[config.mk]
export PLATFORM = sky130hd
export DESIGN_NAME = file_alu_bit_ops_exec
export DESIGN_NICKNAME = d
export VERILOG_FILES = /design/src/logic/file_alu_pkg.sv /design/src/logic/alu_core_calc.sv /design/src/logic/file_alu_bit_ops_exec.sv
export SDC_FILE = /design/constraint.sdc
export NUM_CORES = 1
export LEC_CHECK = 0
export BUFFER_PORTS_ARGS = -buffer_cell sky130_fd_sc_hd__buf_2
export CAP_MARGIN = 20
export CORE_AREA = 2 2 72 74
export DETAILED_ROUTE_END_ITERATION = 10
export DIE_AREA = 0 0 74 76
export PLACE_DENSITY = 0.84
export SLEW_MARGIN = 20
export SYNTH_ARGS = -nofsm -noshare
export SYNTH_HDL_FRONTEND = slang
export SYNTH_HIERARCHICAL = 1
export SYNTH_SLANG_ARGS = --single-unit
[constraint.sdc]
create_clock -name clk_sys -period 4.3 [get_ports clk_sys]
set_input_delay 0.215 -clock clk_sys [delete_from_list [all_inputs] [get_ports clk_sys]]
set_output_delay 0.215 -clock clk_sys [all_outputs]
set_load 0.005 [all_outputs]
[src/logic/file_alu_pkg.sv]
// Constants for the file-register execute datapath
package file_alu_pkg;
  localparam int          WORD_W        = 14;
  localparam int          DATA_W        = 8;
  localparam int          ADDR_W        = 7;
  localparam logic [1:0]  CLASS_BYTE    = 2'h0;
  localparam logic [1:0]  CLASS_BIT     = 2'h1;
  localparam logic [3:0]  OP_ADD        = 4'h7;
  localparam logic [3:0]  OP_AND        = 4'h5;
  localparam logic [1:0]  OP_BIT_CLEAR  = 2'h0;
  localparam logic [1:0]  OP_BIT_TEST   = 2'h2;
  localparam int          CLASS_MSB     = 13;
  localparam int          OP_MSB        = 11;
  localparam int          DEST_BIT      = 7;
  localparam int          BITSEL_MSB    = 9;
  localparam int          BITSEL_LSB    = 7;
  localparam logic [6:0]  TIMER0_ADDR   = 7'h01;
  localparam logic [7:0]  W_RESET       = 8'h00;
  localparam logic [13:0] NO_OPERATION  = 14'h0000;
  localparam logic [2:0]  FLAGS_RESET   = 3'h0;
  localparam int          FLAG_C        = 0;
  localparam int          FLAG_DC       = 1;
  localparam int          FLAG_Z        = 2;
  typedef enum logic [2:0] {
    OPC_NONE  = 3'b000,
    OPC_ADD   = 3'b001,
    OPC_AND   = 3'b010,
    OPC_CLEAR = 3'b011,
    OPC_TEST  = 3'b100
  } op_kind_t;
endpackage : file_alu_pkg

[src/logic/alu_core_calc.sv]
// Combinational adder, AND and bit operations with flag results
`timescale 1ns/100ps
module alu_core_calc
  import file_alu_pkg::*;
(
  input  wire op_kind_t    kind,
  input  wire logic [7:0]  work_val,
  input  wire logic [7:0]  file_val,
  input  wire logic [2:0]  bit_sel,
  output      logic [7:0]  result,
  output      logic        carry,
  output      logic        digit_carry,
  output      logic        zero,
  output      logic        bit_value
);
  logic [8:0] sum;
  logic [4:0] low_sum;

  always_comb begin
    sum         = {1'b0, work_val} + {1'b0, file_val};
    low_sum     = {1'b0, work_val[3:0]} + {1'b0, file_val[3:0]};
    result      = file_val;
    carry       = sum[8];
    digit_carry = low_sum[4];
    bit_value   = file_val[bit_sel];
    unique case (kind)
      OPC_ADD:   result = sum[7:0];
      OPC_AND:   result = work_val & file_val;
      OPC_CLEAR: result = file_val & ~(8'h01 << bit_sel);
      OPC_NONE,
      OPC_TEST:  result = file_val;
    endcase
    // RULE9 zero from result
    zero = (result == 8'h00);
  end
endmodule // alu_core_calc

[src/logic/file_alu_bit_ops_exec.sv]
// Execute stage for add, AND, bit-clear and bit-test-skip instructions
// Overview of operation
// RULE1 - Add sums W and the file register and updates carry, digit carry, zero.
// RULE2 - AND forms W AND file, changing only the zero flag.
// RULE3 - Add and AND results go to W when destination is 0, else to the file.
// RULE4 - Bit clear zeroes one selected bit of the file register, no flag change.
// RULE5 - Bit test skips the next instruction when the bit is 0, no flag change.
// RULE6 - On skip the prefetched instruction is replaced by a no-operation.
// RULE7 - Port registers modified as a function of themselves read pin levels.
// RULE8 - Writing the timer0 count clears the prescaler when assigned to timer0.
// RULE9 - Zero flag is set when the 8-bit add or AND result is all zeros.
//
// Chosen here: the plain strobed port and the register addresses.
`timescale 1ns/100ps
module file_alu_bit_ops_exec
  import file_alu_pkg::*;
(
  input  wire logic        clk_sys,
  input  wire logic        rstn,
  input  wire logic        instr_valid,
  input  wire logic [13:0] instr_word,
  input  wire logic [13:0] prefetch_word,
  input  wire logic [7:0]  file_rd_data,
  input  wire logic [7:0]  port_pin_data,
  input  wire logic        file_is_port,
  input  wire logic        prescaler_to_timer0,
  output      logic [6:0]  file_addr,
  output      logic        file_wr_en,
  output      logic [7:0]  file_wr_data,
  output      logic [7:0]  work_q,
  output      logic        carry_q,
  output      logic        digit_carry_flag_q,
  output      logic        zero_q,
  output      logic        skip_q,
  output      logic [13:0] exec_next_word,
  output      logic        prescaler_clear
);
  op_kind_t   kind;
  logic [7:0] operand;
  logic [7:0] result;
  logic       sum_c;
  logic       sum_dc;
  logic       res_z;
  logic       bit_val;
  logic       dest_file;
  logic       skip_d;
  logic       writes_file;
  logic [2:0] bit_sel;
  logic       writes_work;
  logic       updates_z;
  logic       timer0_hit;

  // A word executes in the cycle in which instr_valid is high; W, the
  // flags, the file write and the skip flag appear one clock later.
  // The file read is combinational, so the register file must settle
  // its output within the executing cycle, pins included.

  // Encodings outside the four kinds decode to OPC_NONE and change nothing
  function automatic op_kind_t decode(input logic [13:0] w);
    op_kind_t k;
    k = OPC_NONE;
    if (w[CLASS_MSB -: 2] == CLASS_BYTE) begin
      if (w[OP_MSB -: 4] == OP_ADD)
        k = OPC_ADD;
      else if (w[OP_MSB -: 4] == OP_AND)
        k = OPC_AND;
    end else if (w[CLASS_MSB -: 2] == CLASS_BIT) begin
      if (w[OP_MSB -: 2] == OP_BIT_CLEAR)
        k = OPC_CLEAR;
      else if (w[OP_MSB -: 2] == OP_BIT_TEST)
        k = OPC_TEST;
    end
    return k;
  endfunction

  // Add and AND share the W destination and the zero flag path
  function automatic logic is_byte_op(input op_kind_t k);
    return (k == OPC_ADD) || (k == OPC_AND);
  endfunction

  // Bit test only reads; every other kind may write back what it read
  function automatic logic reads_pins(input op_kind_t k);
    return (k != OPC_TEST);
  endfunction

  // The prescaler clear follows a write-back to the timer0 count while the prescaler is assigned to timer0
  function automatic logic is_timer0(input logic [6:0] a);
    return (a == TIMER0_ADDR);
  endfunction

  // Skipped slot executes as nothing, whatever its encoding
  always_comb begin
    kind = OPC_NONE;
    if (instr_valid && !skip_q)
      kind = decode(instr_word);
  end

  assign file_addr = instr_word[ADDR_W-1:0];
  assign dest_file = instr_word[DEST_BIT];
  assign bit_sel   = instr_word[BITSEL_MSB:BITSEL_LSB];

  // Qualifiers shared by the write-back, flag and prescaler paths
  assign writes_work = is_byte_op(kind) && !dest_file;
  assign updates_z   = is_byte_op(kind);
  assign timer0_hit  = writes_file && is_timer0(file_addr);

  // RULE7 pin levels as source
  // Reading the latch would write back a level that an outside driver
  // has overridden; the test has no write-back and keeps the file value
  always_comb begin
    operand = file_rd_data;
    if (file_is_port && reads_pins(kind))
      operand = port_pin_data;
  end

  // The calculator is purely combinational; its results are captured
  // by the registers below at the end of the executing cycle
  alu_core_calc alu_core_calc_i (
    .kind        (kind),
    .work_val    (work_q),
    .file_val    (operand),
    .bit_sel     (bit_sel),
    .result      (result),
    .carry       (sum_c),
    .digit_carry (sum_dc),
    .zero        (res_z),
    .bit_value   (bit_val)
  );

  // RULE3 destination select
  always_comb begin
    writes_file = 1'b0;
    unique case (kind)
      OPC_ADD,
      OPC_AND:   writes_file = dest_file;
      // RULE4 clear writes back
      OPC_CLEAR: writes_file = 1'b1;
      OPC_NONE,
      OPC_TEST:  writes_file = 1'b0;
    endcase
  end

  // Write data is registered; the file commits at the next edge
  // RULE3 RULE4 write strobe
  always_ff @(posedge clk_sys) begin
    if (!rstn)
      file_wr_en <= 1'b0;
    else
      file_wr_en <= writes_file;
  end

  // Data follow result every cycle; only the strobe qualifies them
  always_ff @(posedge clk_sys) begin
    if (!rstn)
      file_wr_data <= W_RESET;
    else
      file_wr_data <= result;
  end

  // RULE8 timer0 prescaler clear
  always_ff @(posedge clk_sys) begin
    if (!rstn)
      prescaler_clear <= 1'b0;
    else
      prescaler_clear <= timer0_hit && prescaler_to_timer0;
  end

  // RULE3 result to W
  always_ff @(posedge clk_sys) begin
    if (!rstn)
      work_q <= W_RESET;
    else if (writes_work)
      work_q <= result;
  end

  // RULE1 add carry
  always_ff @(posedge clk_sys) begin
    if (!rstn)
      carry_q <= FLAGS_RESET[FLAG_C];
    else if (kind == OPC_ADD)
      carry_q <= sum_c;
  end

  // RULE1 add digit carry
  // Only add touches it; AND and the bit kinds leave it as it was
  always_ff @(posedge clk_sys) begin
    if (!rstn)
      digit_carry_flag_q <= FLAGS_RESET[FLAG_DC];
    else if (kind == OPC_ADD)
      digit_carry_flag_q <= sum_dc;
  end

  // RULE2 zero for add and AND
  always_ff @(posedge clk_sys) begin
    if (!rstn)
      zero_q <= FLAGS_RESET[FLAG_Z];
    else if (updates_z)
      zero_q <= res_z;
  end

  // RULE5 skip on clear bit
  always_comb begin
    skip_d = 1'b0;
    if (kind == OPC_TEST)
      skip_d = !bit_val;
  end

  // Cleared by the next valid slot only; an idle gap keeps it, so a
  // stall between test and fetch still squashes the right word
  always_ff @(posedge clk_sys) begin
    if (!rstn)
      skip_q <= 1'b0;
    else if (instr_valid)
      skip_q <= skip_d;
  end

  // RULE6 discard prefetch
  // The no-operation word is all zeros, so reset and a skip look alike
  always_ff @(posedge clk_sys) begin
    if (!rstn)
      exec_next_word <= NO_OPERATION;
    else if (instr_valid)
      exec_next_word <= skip_d ? NO_OPERATION : prefetch_word;
  end
endmodule // file_alu_bit_ops_exec

==> impl_metrics.toml, run 1 <==
[sta]
finalSetupViolCount = 0
unrepaired_setup_endpoints_after_global_routing = "no"
worst_slew_pin_slew_ns = 0.839
layout_worst_path_cycle_share_pct = 85.1
timing.max_slew.rel_slack_pct = 44.1
finalClockSkew_ns = 0.00929
finalWorstPathRequiredPeriod_ns = 3.66
totalNegativeSetupSlack_ns = 0
final_max_slew_viol_count = 0
fmax_mhz = 273
hold_violations = 0

[worst_setup_path]
max_stage_delay_ns = 0.47
worst-path-stages = 13
worstSetupStartpointType = "flop"
setup.worst_path.end = "zero_q$_SDFFE_PN0P_"
setup.reg_to_reg.worst_slack_ns = 0.64
criticalPathCategory = "flop to flop"
worst_path_max_delay_cell = "o31ai_4"
path_delay_family = "compound AO/OA/AOI/OAI gates"
critical_path_arrival_ns = 3.87
setup.worst_path.start = "skip_q$_SDFFE_PN0P_"
cp.required_ns = 4.51
timing.reg2reg.worst_path_depth = 13
crit_chain = "or3b_4 > o31ai_4 > mux2_2 > ha_1 > fa_1 > xnor2_1 > nor2_1 > a211oi_1 > o2111ai_1 > nor4_1 > and4b_1 > nand2_1 > o31ai_1"
worstSetupEndpointType = "flop"
worst_r2r_endpoint = "zero_q$_SDFFE_PN0P_"
worstPathMaxFanout = 8
r2r_start = "skip_q$_SDFFE_PN0P_"
worst-path-buf-inv = 0

[grt]
first_global_vias = 2149
grt_first_pass_wirelength_um = 9600
pin_count_of_the_biggest_net_entering_global_routing = 53
overflow_left_after_global_routing = 0
grt_usage_pct = 21.4
initial_antenna_violation_count = 0

[clocking]
ctsLongestPathBuffers = 2
clockRootBuffer = "clkbuf_8"
cts_tree = "yes"
clock_latency_on_the_worst_skew_pair_ns = 0.30
cts_sinks = 36
post_cts.resized_instances = 0
clock_pin_slew_on_the_worst_setup_and_hold_paths_ns = 0.07
holdBufCountCts = 0
numCtsBuffers = 5
post_cts.repair.setup_buffers = 0
clock_tree.htree_level_count = 2

[routing]
first_iter_violations = 204
drt_pre_antenna_iters = 4
routed_wire_length_per_instance_um = 14.2
num_vias = 2276
ant_nets = 0
drc = 0
drt-vias-per-instance = 5.43
total_length_of_routed_wires_um = 5930

[synth]
ys_async_sr_fraction_pct = 0
yosysWarningCount = 6
synth_ff_type = "dfxtp_1"
synth.net_count = 327
synth_seq_cells = 36
syn_area_mm2 = 0.00232
synth.avg_cell_area_um2 = 8.62
synth.lib_cells_used.distinct = 56
synth_top_area_share_pct = 31.1
synth.area.top_cells = "dfxtp_1 (31%), o21ai_0 (5.6%), mux2i_1 (5.2%)"
synth_sequential_area_ratio_pct = 31.1
synthCells = 269
synth_top_area_cell = "dfxtp_1"
count_of_flip_flops_with_a_built_in_enable_after_synthesis = 0

[finish]
number_of_non_filler_instances_in_the_completed_layout = 419
fillers = 436
nNetsFinal = 406
layout_commonest_cell = "buf_2"
drive_above_1_share_pct = 35.0
commonest_cells_after_routing_fill_and_taps_aside = "buf_2 (91), dfxtp_1 (36), nand2_1 (29), o21ai_0 (26), nand3_1 (16)"
antenna-diode-count = 0
p_r_area_growth_vs_syn_pct = 22.5

[power]
clock_power_share_pct = 32.2
combPwrFrac_pct = 21.0
leakage_nw = 1.30
report.power.total_uw = 757
internal_power_uw = 536
max-vdd-ir-drop_uv = 134
netSwitchingFraction_pct = 29.1
cellPowerDensity_mw_per_mm2 = 266
share_seq_of_total_power_pct = 46.8
p_sw_uw = 221

[place]
gp_routability_congestion = 0.866
dpl.cell_count = 411
port_buffers = 91
dp_hpwl_um = 4470

[die]
initial_utilization_pct = 47.2
boundaryPins = 92
design.core.area_mm2 = 0.00491
die_footprint_mm2 = 0.00562
floorplan.die.height_um = 76
num_rows = 26
die_x_um = 74

[run_status]
run_status = "finished, final reports clean"

[worst_hold_path]
hold_path.class = "primary input to flop"
hold_start = "prefetch_word[7]"

[flow_run]
max_cap_check_violation_count = 0
==> kinds of logic after synthesis <==
logic type | Yosys count | synth area share [%]
AND/OR/NAND/NOR | 97 | 24.7
AO/OA/AOI/OAI | 61 | 16.9
buffers and inverters | 38 | 8.25
flip-flops | 36 | 31.1
multiplexers | 23 | 12.0
adder cells (fa/ha/maj) | 9 | 5.18
XOR/XNOR | 5 | 1.89
==> metal layers <==
metal  wire (um)  part of all wire [%]  global-route usage (%)
met1        2590                    44                    27.4
met2        2860                    48                    34.8
met3         322                   5.4                    3.97
met4         158                   2.7                    8.55
met5           0                     0                       0
==> through the flow <==
stage	utilization, %	cell area [um2]	setup WS, ns	hold slack, ns
floorplan	-	2320	0.963	0.378
detailed placement	56.1	2760	0.649	0.452
global placement	56.1	2760	0.745	0.447
global route	57.9	2840	0.330	0.201
CTS	57.9	2840	0.626	0.189
finish	57.9	2840	0.640	0.191
==> power by group through the flow <==
stage          clock (mW)  sequential [mW]  combinational, mW
2_1_floorplan           0            0.364             0.0996
3_3_place_gp            0            0.361              0.154
3_5_place_dp            0            0.361              0.157
4_1_cts             0.249            0.354              0.158
5_1_grt             0.264            0.355              0.175
6_report            0.244            0.354              0.159
==> worst min-delay path by stage <==
stage                                            to  cells past startpoint
finish               exec_next_word[7]$_SDFFE_PN0P_                      3
global route         exec_next_word[0]$_SDFFE_PN0P_                      3
CTS                  exec_next_word[7]$_SDFFE_PN0P_                      3
detailed placement  digit_carry_flag_q$_SDFFE_PN0N_                      2
global placement    digit_carry_flag_q$_SDFFE_PN0N_                      2
floorplan                prescaler_clear$_SDFF_PN0_                      3
==> synth_stat cells, types with 3 or more instances <==
cell	count
dfxtp_1	36
nand2_1	29
o21ai_0	26
nand3_1	16
nand3b_1	15
inv_1	14
mux2i_1	12
a21oi_1	11
buf_4	10
nor2_1	10
clkbuf_1	9
ha_1	8
mux2_2	8
nand2b_1	4
a211oi_1	3
nor2b_1	3
nor3_1	3
o21a_1	3
xnor2_1	3
==> flip-flops by register name, summed over array words and instances, names as in the netlist <==
name	cells
exec_next_word	14
file_wr_data	8
work_q	8
carry_q	1
digit_carry_flag_q	1
file_wr_en	1
prescaler_clear	1
skip_q	1
zero_q	1
==> cell type report <==
cell class,count,area [um2],area share [%]
repair buffers,95,485,17.1
clock buffers,7,76.3,2.68
well taps,70,87.6,3.08
inverters,15,56.3,1.98
clock inverters,1,8.76,0.308
multi-input cells,195,1410,49.5
flip-flops and latches,36,721,25.4
==> worst register-to-register path, cell delays in order, from the launching register on <==
cell and delay (ns):
dfxtp_1 0.34, or3b_4 0.44, o31ai_4 0.47, mux2_2 0.43
ha_1 0.22, fa_1 0.42, xnor2_1 0.16, nor2_1 0.05
a211oi_1 0.25, o2111ai_1 0.15, nor4_1 0.19, and4b_1 0.22
nand2_1 0.05, o31ai_1 0.20
Power figures use the tool's default switching activity.
==> run 2: changes to the inputs <==
--- a/config.mk
+++ b/config.mk
@@ -11,6 +11,7 @@
 export DETAILED_ROUTE_END_ITERATION = 10
 export DIE_AREA = 0 0 74 76
 export PLACE_DENSITY = 0.84
+export REMOVE_ABC_BUFFERS = 1
 export SLEW_MARGIN = 20
 export SYNTH_ARGS = -nofsm -noshare
 export SYNTH_HDL_FRONTEND = slang
==> impl_metrics.toml, run 2 (same netlist as run 1, synthesis figures left out) <==
[clocking]
clock_pin_slew_on_the_worst_setup_and_hold_paths_ns = 0.08
ctsLongestPathBuffers = 2
cts_tree = "yes"
clock_tree.htree_level_count = 2
clock_latency_on_the_worst_skew_pair_ns = 0.29
numCtsBuffers = 5
cts_sinks = 36
clockRootBuffer = "clkbuf_8"
post_cts.resized_instances = 0
holdBufCountCts = 0
post_cts.repair.setup_buffers = 0

[sta]
finalSetupViolCount = 0
hold_violations = 0
timing.max_slew.rel_slack_pct = 43.0
layout_worst_path_cycle_share_pct = 85.2
fmax_mhz = 273
unrepaired_setup_endpoints_after_global_routing = "no"
timing.hold.ws_ns = 0.188
finalWorstPathRequiredPeriod_ns = 3.66
worst_slew_pin_slew_ns = 0.855
totalNegativeSetupSlack_ns = 0
finalClockSkew_ns = 0.00714
final_max_slew_viol_count = 0
finalWorstSetupSlack_ns = 0.638

[place]
dpl.cell_count = 411
port_buffers = 91
gp_routability_congestion = 0.863
preCtsSetupSlack_ns = 0.642
dp_hpwl_um = 4310

[die]
floorplan.die.height_um = 76
boundaryPins = 92
num_rows = 26
design.core.area_mm2 = 0.00491
initial_utilization_pct = 47.2
die_footprint_mm2 = 0.00562
die_x_um = 74

[routing]
ant_nets = 0
drt-vias-per-instance = 5.42
total_length_of_routed_wires_um = 5780
drt_pre_antenna_iters = 4
first_iter_violations = 234
drc = 0
num_vias = 2271
routed_wire_length_per_instance_um = 13.8

[worst_setup_path]
path_delay_family = "compound AO/OA/AOI/OAI gates"
worst-path-buf-inv = 0
crit_chain = "or3b_4 > o31ai_4 > mux2_2 > ha_1 > a21o_1 > a221oi_2 > xor2_1 > o21ai_1 > nor4_1 > and4b_1 > nand2_1 > o31ai_1"
worstSetupEndpointType = "flop"
worst_path_max_delay_cell = "o31ai_4"
criticalPathCategory = "flop to flop"
critical_path_arrival_ns = 3.88
cp.required_ns = 4.51
worstPathMaxFanout = 8
worstSetupStartpointType = "flop"
max_stage_delay_ns = 0.48

[power]
max-vdd-ir-drop_uv = 144
report.power.total_uw = 808
leakage_nw = 1.31
cellPowerDensity_mw_per_mm2 = 282

[finish]
number_of_non_filler_instances_in_the_completed_layout = 419
area_of_combinational_cells_with_multiple_inputs_mm2 = 0.00141
layout_top_registers = "exec_next_word: 14 flops, file_wr_data: 8 flops, work_q: 8 flops"
regMostFlops = "exec_next_word"
antenna-diode-count = 0
seqCellArea_um2 = 721
layout_commonest_cell = "buf_2"
commonest_cells_after_routing_fill_and_taps_aside = "buf_2 (91), dfxtp_1 (36), nand2_1 (29), o21ai_0 (26), nand3_1 (16)"
fillers = 432
nNetsFinal = 406
p_r_area_growth_vs_syn_pct = 23.5
largest_register_ffs = 14
drive_above_1_share_pct = 35.2

[grt]
first_global_vias = 1967
pin_count_of_the_biggest_net_entering_global_routing = 53
overflow_left_after_global_routing = 0
grt_first_pass_wirelength_um = 9110
initial_antenna_violation_count = 0
grt_usage_pct = 20.7

[run_status]
run_status = "finished, final reports clean"

[worst_hold_path]
hold_path.class = "primary input to flop"

[flow_run]
max_cap_check_violation_count = 0
==> run 2: layer usage <==
layer | vias up | GRT usage (%) | part of all wire, %
li1 | 1117 | - | -
met1 | 1051 | 26.6 | 43
met2 | 89 | 31.4 | 47
met3 | 14 | 5.29 | 6.1
met4 | 0 | 11.1 | 3.0
met5 | - | 0 | 0
==> run 2: through the flow <==
step	utilization, %	area (um2)
after floorplan	-	2180
after global routing	58.3	2870
after detailed placement	56.1	2760
final	58.3	2870
after global placement	56.1	2760
after CTS	58.3	2870
==> run 2: path summary, 6_finish.rpt <==
check	startpoint	to	slack, ns	depth (start not counted)
worst max-delay path	skip_q$_SDFFE_PN0P_	zero_q$_SDFFE_PN0P_	0.64	12
worst min-delay path	prefetch_word[8]	exec_next_word[8]$_SDFFE_PN0P_	0.19	3
worst max register to register	skip_q$_SDFFE_PN0P_	zero_q$_SDFFE_PN0P_	0.64	12
worst min register to register	digit_carry_flag_q$_SDFFE_PN0N_	digit_carry_flag_q$_SDFFE_PN0N_	0.46	2
==> run 2: power breakdown <==
part           total [mW]  switching [mW]  leakage (nW)  internal [mW]
logic               0.158          0.0863         0.963         0.0720
clock network       0.296           0.124        0.0552          0.172
registers           0.354         0.00545         0.295          0.348
==> run 2: worst register-to-register path: stages, from the launching register on <==
cell and delay, ns:
dfxtp_1 0.33, or3b_4 0.44, o31ai_4 0.48, mux2_2 0.42, ha_1 0.35, a21o_1 0.22
a221oi_2 0.35, xor2_1 0.18, o21ai_1 0.09, nor4_1 0.26, and4b_1 0.22, nand2_1 0.05
o31ai_1 0.20
==> run 2: area by class of cell <==
class,count,share of cell area (%)
multi-input cells,195,49.1
flip-flops and latches,36,25.2
repair buffers,95,16.9
well taps,70,3.06
clock buffers,6,2.53
inverters,15,1.97
clock inverters,2,1.22
